--- config.mk ---
export PLATFORM = sky130hd
export DESIGN_NAME = aio_host_if
export DESIGN_NICKNAME = d
export VERILOG_FILES = /design/src/design/aio_pkg.sv /design/src/design/aio_dac_chan.sv /design/src/design/aio_host_if.sv /design/src/design/aio_sync.sv
export VERILOG_INCLUDE_DIRS = /design/src /design/src/design
export SDC_FILE = /design/constraint.sdc
export NUM_CORES = 1
export LEC_CHECK = 0
export BUFFER_PORTS_ARGS = -buffer_cell sky130_fd_sc_hd__buf_2
export CAP_MARGIN = 20
export CORE_UTILIZATION = 59
export CTS_CLUSTER_DIAMETER = 120
export DETAILED_ROUTE_END_ITERATION = 16
export PLACE_DENSITY = 0.84
export SKIP_LAST_GASP = 1
export SYNTH_ARGS = -nofsm -noshare
export SYNTH_HDL_FRONTEND = slang
export SYNTH_SLANG_ARGS = --single-unit
export TNS_END_PERCENT = 30
--- constraint.sdc ---
create_clock -name sys_clk_in -period 5 [get_ports sys_clk_in]
set_clock_uncertainty 0.1 [all_clocks]
set_input_delay 0.25 -clock sys_clk_in [delete_from_list [all_inputs] [get_ports sys_clk_in]]
set_output_delay 0.25 -clock sys_clk_in [all_outputs]
set_load 0.01 [all_outputs]
--- src/design/aio_cfg.svh ---
// bit positions, reset values and codes for the analog i/o host interface
`ifndef AIO_CFG_SVH
`define AIO_CFG_SVH

// bit-serial block: 16 bit positions, base picked by switches
`define AIO_SIO_IDX_W 4
`define AIO_SIO_CHAN_BITS 4'h6
`define AIO_SIO_IDX_START 4'h8
`define AIO_SIO_IDX_MEM_EN 4'hc
`define AIO_SIO_IDX_TRIG_EN 4'hd
`define AIO_SIO_IDX_BUSY 4'he
`define AIO_SIO_IDX_VALID 4'hf
`define AIO_SIO_RESULT_BITS 4'hc

// result coding switch settings
`define AIO_CODE_STRAIGHT 2'h0
`define AIO_CODE_OFFSET 2'h1
`define AIO_CODE_TWOS 2'h2

// reset values
`define AIO_RST_MEM_EN 1'b0
`define AIO_RST_TRIG_EN 1'b0
`define AIO_RST_CHAN 6'h00
`define AIO_RST_RESULT 16'h0000
`define AIO_RST_DAC 12'h000

`endif

--- src/design/aio_pkg.sv ---
// types shared by the analog i/o host interface
package aio_pkg;

    // conversion sequencer states
    typedef enum logic [1:0] {
        AIO_IDLE = 2'b00,
        AIO_CONV = 2'b01,
        AIO_HOLD = 2'b10
    } aio_fsm_t;

    // strobes and levels from the bus and the converter
    typedef struct packed {
        logic io_rst_n;
        logic mem_rd;
        logic mem_wr;
        logic sio_wr;
        logic sio_wdata;
        logic ext_trig;
        logic adc_done;
    } aio_ctl_t;

    // address, data and switch pins
    typedef struct packed {
        logic [15:0] mem_addr;
        logic [15:0] mem_data;
        logic [11:0] sio_addr;
        logic [11:0] adc_data;
        logic [7:0] sio_base;
        logic [8:0] mem_base;
        logic [12:0] dac_base;
        logic diff;
        logic [1:0] code;
        logic spread;
    } aio_pins_t;

    // all state of the top module
    typedef struct packed {
        aio_fsm_t fsm;
        logic mem_en;
        logic trig_en;
        logic [5:0] cmd_chan;
        logic [5:0] conv_chan;
        logic from_mem;
        logic [15:0] result;
        logic valid;
        aio_ctl_t prev;
        logic adc_start;
        logic diff;
        logic ready_oe;
        logic ready_lvl;
        logic data_oe;
        logic sio_rdata;
        logic [3:0] dac_wr;
        logic [15:0] dac_data;
        logic busy;
    } aio_state_t;

endpackage

--- src/design/aio_dac_chan.sv ---
// one output converter latch, keeps the low bits of the written word
`timescale 1ns/1ps
`include "aio_cfg.svh"
module aio_dac_chan #(
    parameter int DATA_W = 16,
    parameter int CONV_W = 12
) (
    input wire logic sys_clk_in,
    input wire logic nrst_in,
    input wire logic wr_in,
    input wire logic [DATA_W-1:0] data_in,
    output logic [CONV_W-1:0] dac_out
);
    typedef struct packed {
        logic [CONV_W-1:0] value;
    } aio_dac_st_t;

    aio_dac_st_t s;
    aio_dac_st_t next_s;

    generate
        if (CONV_W < 1 || CONV_W > DATA_W) begin : g_bad_width
            $error("aio_dac_chan needs 1 <= CONV_W <= DATA_W");
        end
    endgenerate

    // upper bits of the word are dropped, value is right-justified
    always_comb begin
        next_s = s;
        if (wr_in) begin
            next_s.value = data_in[CONV_W-1:0];
        end
    end

    always_ff @(posedge sys_clk_in or negedge nrst_in) begin
        if (!nrst_in) begin
            s.value <= CONV_W'(`AIO_RST_DAC);
        end else begin
            s <= next_s;
        end
    end

    assign dac_out = s.value;
endmodule

--- src/design/aio_host_if.sv ---
// host-side digital interface of the analog input and analog output boards
`timescale 1ns/1ps
`include "aio_cfg.svh"
// Contract
// - conversions start by bit-serial command, by a stalled memory read, or by the external trigger.
// - power-up or bus i/o reset leaves command mode only, memory mode and trigger both off.
// - bit-serial bit 12 written one enables memory-mapped conversion, written zero disables it.
// - bit-serial bit 13 written one enables the external trigger, written zero disables it.
// - the board owns 16 bit positions of the bit-serial space at a switch-set base.
// - memory mode decodes 64 consecutive word addresses at a switch-set base, one per input channel.
// - a read of a decoded channel starts its conversion and pulls READY low at once.
// - at conversion end READY is released and the result is driven onto the data bus.
// - channel select serves 64 single-ended or 32 differential inputs.
// - result coding is fixed by switches, not by software.
// - the output board decodes four addresses and a write latches the word into that converter.
// - the converter value sits right-justified and the top four bits of the word are ignored.
// - the output board answers writes only and never drives the data bus on reads.
// - a jumper spaces the four output addresses either consecutively or 16 words apart.
// - the coding is straight binary, offset binary or two's complement.
module aio_host_if
    import aio_pkg::*;
(
    input wire logic sys_clk_in,
    input wire logic nrst_in,
    input wire logic bus_io_reset_n_in,
    input wire logic [11:0] sio_addr_in,
    input wire logic sio_wr_in,
    input wire logic sio_wdata_in,
    output logic sio_rdata_out,
    input wire logic [7:0] sio_base_sw_in,
    input wire logic [15:0] mem_addr_in,
    input wire logic mem_rd_in,
    input wire logic mem_wr_in,
    input wire logic [15:0] mem_data_in,
    output logic [15:0] mem_data_out,
    output logic mem_data_oe_out,
    output logic ready_out,
    output logic ready_oe_out,
    input wire logic [8:0] mem_base_sw_in,
    input wire logic diff_sw_in,
    input wire logic [1:0] code_sw_in,
    input wire logic [12:0] dac_base_sw_in,
    input wire logic dac_spread_in,
    input wire logic ext_trig_in,
    output logic adc_start_out,
    output logic [5:0] adc_chan_out,
    output logic adc_diff_out,
    output logic conv_busy_out,
    input wire logic adc_done_in,
    input wire logic [11:0] adc_data_in,
    output logic [3:0][11:0] dac_value_out
);
    aio_state_t s;
    aio_state_t next_s;
    aio_ctl_t ctl_raw;
    aio_ctl_t c;
    aio_pins_t pins_raw;
    aio_pins_t p;

    logic io_rst;
    logic sio_hit;
    logic [3:0] sio_idx;
    logic sio_wr_hit;
    logic mem_hit;
    logic rd_req;
    logic [5:0] mem_chan;
    logic dac_hit;
    logic [1:0] dac_sel;
    logic wr_rise;
    logic trig_rise;
    logic done_rise;
    logic sio_start;

    // every pin passes two flops before any logic looks at it
    assign ctl_raw = '{io_rst_n: bus_io_reset_n_in, mem_rd: mem_rd_in, mem_wr: mem_wr_in,
                       sio_wr: sio_wr_in, sio_wdata: sio_wdata_in, ext_trig: ext_trig_in,
                       adc_done: adc_done_in};
    assign pins_raw = '{mem_addr: mem_addr_in, mem_data: mem_data_in, sio_addr: sio_addr_in,
                        adc_data: adc_data_in, sio_base: sio_base_sw_in, mem_base: mem_base_sw_in,
                        dac_base: dac_base_sw_in, diff: diff_sw_in, code: code_sw_in,
                        spread: dac_spread_in};

    aio_sync #(.WIDTH($bits(aio_ctl_t))) u_sync_ctl (
        .sys_clk_in(sys_clk_in),
        .nrst_in(nrst_in),
        .async_in(ctl_raw),
        .sync_out(c)
    );

    // addresses settle with the strobes, edges are taken in that same cycle
    aio_sync #(.WIDTH($bits(aio_pins_t))) u_sync_pins (
        .sys_clk_in(sys_clk_in),
        .nrst_in(nrst_in),
        .async_in(pins_raw),
        .sync_out(p)
    );

    // result coding from the switches only
    function automatic logic [15:0] code_result(input logic [1:0] code, input logic [11:0] raw);
        logic sgn;
        sgn = ~raw[11];
        case (code)
            `AIO_CODE_TWOS: code_result = {{4{sgn}}, sgn, raw[10:0]};
            `AIO_CODE_OFFSET: code_result = {4'h0, raw};
            default: code_result = {4'h0, raw};
        endcase
    endfunction

    // address decode for both boards and edge detection
    always_comb begin
        io_rst = ~c.io_rst_n;
        sio_hit = (p.sio_addr[11:4] == p.sio_base);
        sio_idx = p.sio_addr[3:0];
        sio_wr_hit = c.sio_wr & ~s.prev.sio_wr & sio_hit;
        sio_start = sio_wr_hit & (sio_idx == `AIO_SIO_IDX_START) & c.sio_wdata;
        mem_hit = (p.mem_addr[15:7] == p.mem_base);
        mem_chan = p.mem_addr[6:1];
        if (p.diff) begin
            mem_chan[5] = 1'b0;
        end
        rd_req = c.mem_rd & mem_hit & s.mem_en;
        if (p.spread) begin
            dac_hit = (p.mem_addr[15:7] == p.dac_base[12:4]) && (p.mem_addr[4:0] == 5'h00);
            dac_sel = p.mem_addr[6:5];
        end else begin
            dac_hit = (p.mem_addr[15:3] == p.dac_base) && !p.mem_addr[0];
            dac_sel = p.mem_addr[2:1];
        end
        wr_rise = c.mem_wr & ~s.prev.mem_wr;
        trig_rise = c.ext_trig & ~s.prev.ext_trig;
        done_rise = c.adc_done & ~s.prev.adc_done;
    end

    // sequencer, mode bits, read-back and output latch strobes
    always_comb begin
        next_s = s;
        next_s.prev = c;
        next_s.adc_start = 1'b0;
        next_s.dac_wr = 4'h0;
        next_s.ready_lvl = 1'b0;
        next_s.diff = p.diff;
        if (sio_wr_hit) begin
            if (sio_idx < `AIO_SIO_CHAN_BITS) begin
                next_s.cmd_chan[sio_idx[2:0]] = c.sio_wdata;
            end
            if (sio_idx == `AIO_SIO_IDX_MEM_EN) begin
                next_s.mem_en = c.sio_wdata;
            end
            if (sio_idx == `AIO_SIO_IDX_TRIG_EN) begin
                next_s.trig_en = c.sio_wdata;
            end
        end
        // bus reset wins over a write in the same cycle
        if (io_rst) begin
            next_s.mem_en = `AIO_RST_MEM_EN;
            next_s.trig_en = `AIO_RST_TRIG_EN;
        end
        case (s.fsm)
            AIO_IDLE: begin
                // memory read first: the cpu is already stalled on it
                if (rd_req) begin
                    next_s.fsm = AIO_CONV;
                    next_s.adc_start = 1'b1;
                    next_s.conv_chan = mem_chan;
                    next_s.from_mem = 1'b1;
                end else if (sio_start || (s.trig_en && trig_rise)) begin
                    next_s.fsm = AIO_CONV;
                    next_s.adc_start = 1'b1;
                    next_s.conv_chan = {s.cmd_chan[5] & ~p.diff, s.cmd_chan[4:0]};
                    next_s.from_mem = 1'b0;
                    next_s.valid = 1'b0;
                end
            end
            AIO_CONV: begin
                // new starts and triggers are simply not looked at here
                if (done_rise) begin
                    next_s.result = code_result(p.code, p.adc_data);
                    if (s.from_mem) begin
                        next_s.fsm = AIO_HOLD;
                        next_s.data_oe = 1'b1;
                    end else begin
                        next_s.fsm = AIO_IDLE;
                        next_s.valid = 1'b1;
                    end
                end
            end
            AIO_HOLD: begin
                // data stays on the bus until the cpu ends its read
                if (!c.mem_rd) begin
                    next_s.fsm = AIO_IDLE;
                    next_s.data_oe = 1'b0;
                end
            end
            default: begin
                next_s.fsm = AIO_IDLE;
                next_s.data_oe = 1'b0;
            end
        endcase
        // a pending read also stalls while a command conversion finishes
        next_s.ready_oe = (rd_req && next_s.fsm != AIO_HOLD) ||
                          (next_s.fsm == AIO_CONV && next_s.from_mem);
        next_s.busy = (next_s.fsm != AIO_IDLE); // busy comes from its own flop
        // output board: write strobes only, nothing on reads
        if (wr_rise && dac_hit) begin
            next_s.dac_wr[dac_sel] = 1'b1;
            next_s.dac_data = p.mem_data;
        end
        // bit-serial read-back of one position of the block
        next_s.sio_rdata = 1'b0;
        if (sio_hit) begin
            if (sio_idx < `AIO_SIO_RESULT_BITS) begin
                next_s.sio_rdata = s.result[sio_idx];
            end else if (sio_idx == `AIO_SIO_IDX_MEM_EN) begin
                next_s.sio_rdata = s.mem_en;
            end else if (sio_idx == `AIO_SIO_IDX_TRIG_EN) begin
                next_s.sio_rdata = s.trig_en;
            end else if (sio_idx == `AIO_SIO_IDX_BUSY) begin
                next_s.sio_rdata = (s.fsm != AIO_IDLE);
            end else begin
                next_s.sio_rdata = s.valid;
            end
        end
    end

    always_ff @(posedge sys_clk_in or negedge nrst_in) begin
        if (!nrst_in) begin
            s <= '0;
            s.fsm <= AIO_IDLE;
            s.mem_en <= `AIO_RST_MEM_EN;
            s.trig_en <= `AIO_RST_TRIG_EN;
            s.cmd_chan <= `AIO_RST_CHAN;
            s.conv_chan <= `AIO_RST_CHAN;
            s.result <= `AIO_RST_RESULT;
            s.prev <= '0;
        end else begin
            s <= next_s;
        end
    end

    // four output latches, one per channel
    genvar gi;
    generate
        for (gi = 0; gi < 4; gi++) begin : g_dac
            aio_dac_chan #(.DATA_W(16), .CONV_W(12)) u_dac (
                .sys_clk_in(sys_clk_in),
                .nrst_in(nrst_in),
                .wr_in(s.dac_wr[gi]),
                .data_in(s.dac_data),
                .dac_out(dac_value_out[gi])
            );
        end
    endgenerate

    // all outputs straight from flops
    assign sio_rdata_out = s.sio_rdata;
    assign mem_data_out = s.result;
    assign mem_data_oe_out = s.data_oe;
    assign ready_out = s.ready_lvl;
    assign ready_oe_out = s.ready_oe;
    assign adc_start_out = s.adc_start;
    assign adc_chan_out = s.conv_chan;
    assign adc_diff_out = s.diff;
    assign conv_busy_out = s.busy;
endmodule

--- src/design/aio_sync.sv ---
// two-flop synchroniser for a vector of pins
`timescale 1ns/1ps
module aio_sync #(
    parameter int WIDTH = 1
) (
    input wire logic sys_clk_in,
    input wire logic nrst_in,
    input wire logic [WIDTH-1:0] async_in,
    output logic [WIDTH-1:0] sync_out
);
    typedef struct packed {
        logic [WIDTH-1:0] meta;
        logic [WIDTH-1:0] stable;
    } aio_sync_st_t;

    aio_sync_st_t s;
    aio_sync_st_t next_s;

    generate
        if (WIDTH < 1) begin : g_bad_width
            $error("aio_sync needs WIDTH of at least 1");
        end
    endgenerate

    // meta stage feeds only the stable stage
    always_comb begin
        next_s.meta = async_in;
        next_s.stable = s.meta;
    end

    always_ff @(posedge sys_clk_in or negedge nrst_in) begin
        if (!nrst_in) begin
            s <= '0;
        end else begin
            s <= next_s;
        end
    end

    assign sync_out = s.stable;
endmodule

==> metrics.yaml <==
layout:
  area_growth_pct: 28.5
  insertedDiodeCount: 0
  drive_gt1_frac: 0.353
  finalInstanceArea_mm2: 0.0123
  layout.nets: 928
clock_tree:
  htree_levels: 1
  cts.path.max_buffers: 3
  insertion_delay_ps: 540
  cts_root_buf: "clkbuf_16"
  tritoncts: "yes"
  cts-buffers-inserted: 28
  clk_transition_reported_paths_ps: 60
  cts.sink_count: 291
power:
  vdd.ir_drop.worst_mv: 0.364
  sequential_group_share_of_total_power: 0.525
  power_switching_uw: 983
  switching_share: 0.208
  clock_power_share: 0.434
  p_leak_uw: 0.00611
  combPwrFrac: 0.041
  power_density_mw_per_mm2: 383
  internal_power_uw: 3730
placement:
  place_congestion: 0.806
  dp.final_hpwl_mm: 10.9
  placed_area_mm2: 0.0105
  place.port_buffers: 170
  detailedPlace.worstSlack_ps: 2630
floorplan:
  floorplan.die.width_um: 129
  ios: 176
  initial_core_util: 0.603
  design.die.area_mm2: 0.0168
  core_region_area_mm2: 0.0159
  std_cell_rows: 46
  die_h_um: 129
sta:
  timing.slew.headroom: 0.336
  fmax_mhz: 424
  post-route-worst-setup-slack_ps: 2640
  maxSlewViolCount: 0
  worst_slew_pin_slew_ps: 994
  final-hold-violation-count: 0
  final.period_utilization: 0.472
  final-setup-viol-count: 0
  final_period_minus_worst_setup_slack_ps: 2360
  finalSetupTns_ps: 0
  grt_setup_unrepaired: "false"
worst_setup_path:
  critPathMaxStageDelay_ps: 550
  cp.required_ps: 5320
  critical_path_buf_inv_count: 0
  cp_slowest_cell: "nor4_1"
  critical-path-top-delay-family: "simple AND/OR/NAND/NOR gates"
  crit_chain: "xor2_1 -> nor4_1 -> nand3_1 -> a211o_1 -> a21bo_2"
  arrival_ps: 2680
  worstPathMaxFanout: 8
  crit_path_start_kind: "register"
  worst_setup_path_end_kind: "register"
  critical_path_class: "register to register"
synth:
  synth_warnings: 0
  leading_cell_types_by_count_after_synthesis: "dfrtp_1 (291), mux2_2 (78), buf_4 (23), xor2_1 (23)"
  synth_edf_count: 0
  synth-seq-cells: 291
  syn_area_mm2: 0.00959
  dominantRegCellSynth: "dfrtp_1"
  largest_cells_by_area_after_synthesis: "dfrtp_1 (76%), mux2_2 (9.2%), xor2_1 (2.1%)"
  syn-instance-count: 575
  synthArstFlopShare: 1.00
  synth.distinct_cells: 43
  synth.top_cell.area_share: 0.760
  synth_most_common_cell: "dfrtp_1"
  synthesis.nets: 675
  post_synthesis_sequential_area_ratio: 0.760
  avgSynthCellArea_um2: 16.7
  synthDominantAreaCellType: "dfrtp_1"
detailed_routing:
  vias_per_cell: 5.15
  route.detailed.drc: 0
  wl_per_cell_um: 18.8
  detail_route.wirelength_mm: 20.0
  antenna_violating_nets_post_route: 0
  vias: 5482
  detail_route.first_pass.iterations: 4
  drt_iter0_markers: 332
global_routing:
  grt_first_pass_wirelength_mm: 31.5
  grt_antenna_before_repair: 0
  overflow: 0
  grt_max_degree: 187
  grtUsageTotal: 0.253
  first_global_vias: 5953
worst_hold_path:
  holdCritPathClass: "input pin to asynchronous set/reset pin"
flow_run:
  cap_viol_max_count: 0
run_status:
  status: "completed"
==> cell usage in the layout (no fill, tap or decap), drive strengths merged, types with 6 or more instances in the layout <==
cell and n:
nor4 8, buf 171, o2111ai 6, xnor2 7
nor2 12, clkinv 6, dlygate4sd3 94, clkbuf 41
nand4 15, nand2 15, a31oi 6, xor2 23
dfrtp 291, nor2b 8, nand3 12, mux2 78
==> layer usage <==
| metal | routed length, µm | GRT usage | vias to the layer above |
|---|---|---|---|
| met3 | 1070 | 0.0491 | 34 |
| met2 | 10900 | 0.475 | 188 |
| met1 | 7600 | 0.296 | 2802 |
| li1 | - | - | 2458 |
| met5 | 0 | 0 | - |
| met4 | 389 | 0.0691 | 0 |
==> power groups by stage <==
| stage | Clock (µW) | Sequential (µW) | Combinational, µW |
|---|---|---|---|
| after global routing | 2180 | 2480 | 215 |
| after global placement | 0 | 2510 | 124 |
| after detailed placement | 0 | 2520 | 130 |
| final | 2050 | 2480 | 193 |
| after floorplan | 0 | 2500 | 43.9 |
| after CTS | 2060 | 2480 | 189 |
==> per-stage QoR <==
stage / utilization / cells / total power [µW] / hold slack [ps]
2_1_floorplan: - / 575 / 2550 / -146
3_3_place_gp: 0.659 / 920 / 2640 / 213
3_5_place_dp: 0.659 / 920 / 2650 / 232
4_1_cts: 0.775 / 1064 / 4720 / 236
5_1_grt: 0.775 / 1064 / 4880 / 246
6_report: 0.775 / 1064 / 4720 / 228
==> worst register-to-register path: cells and delay by family, from the launching register on <==
kind	cells	cell delay (ps)
AO/OA/AOI/OAI	2	600
XOR/XNOR	1	170
flip-flops	1	370
AND/OR/NAND/NOR	2	1010
==> what timing repair did <==
action / 4_1_cts / 5_1_grt
hold endpoints to repair: 198 / 0
endpoints found under the setup margin: 0 / 0
gates resized for setup: 0 / 0
setup buffers: 0 / 0
hold buffers: 94 / 0
==> layout make-up <==
| class | instances | area (µm²) |
|---|---|---|
| Sequential cell | 291 | 7280 |
| Clock inverter | 9 | 113 |
| Clock buffer | 41 | 790 |
| Multi-Input combinational cell | 238 | 2020 |
| Timing Repair Buffer | 265 | 1820 |
| Inverter | 4 | 15.0 |
| Tap cell | 216 | 270 |
| Fill cell | 945 | 3570 |
==> state kept, by name (all words and copies together), names as in the netlist, 6 cells and up, named ones only <==
signal and flops:
u_sync_ctl.sync_out 7, u_sync_ctl.next_s 7, mem_data_out 13, u_sync_pins.sync_out 86
g_dac.u_dac.dac_out 48, s 26, adc_chan_out 6, u_sync_pins.next_s 86
==> cells by family (layout without fill, tap and decap cells) <==
logic type | count (synthesis) | count (layout) | synth area share
muxes | 86 | 86 | 0.106
other | 1 | 1 | 0.000391
xor gates and xnor gates | 30 | 30 | 0.0274
buffers and inverters | 46 | 319 | 0.0292
and+or+nand+nor | 91 | 91 | 0.0518
adders and majority gates | 1 | 1 | 0.00130
AOI/OAI and AO/OA | 29 | 29 | 0.0238
DFF | 291 | 291 | 0.760
==> worst paths after layout <==
check	slack (ps)	endpoint	cells past startpoint	from
max	2640	s[34]	5	u_sync_pins.sync_out[29]
min	230	mem_data_out[11]	2	nrst_in
max reg2reg	2640	s[34]	5	u_sync_pins.sync_out[29]
min reg2reg	240	u_sync_pins.sync_out[59]	0	u_sync_pins.next_s[59]
max in group asynchronous	3190	u_sync_pins.sync_out[81]	3	nrst_in
min in group sys_clk_in	240	u_sync_pins.sync_out[59]	0	u_sync_pins.next_s[59]
Power figures use the tool's default switching activity.
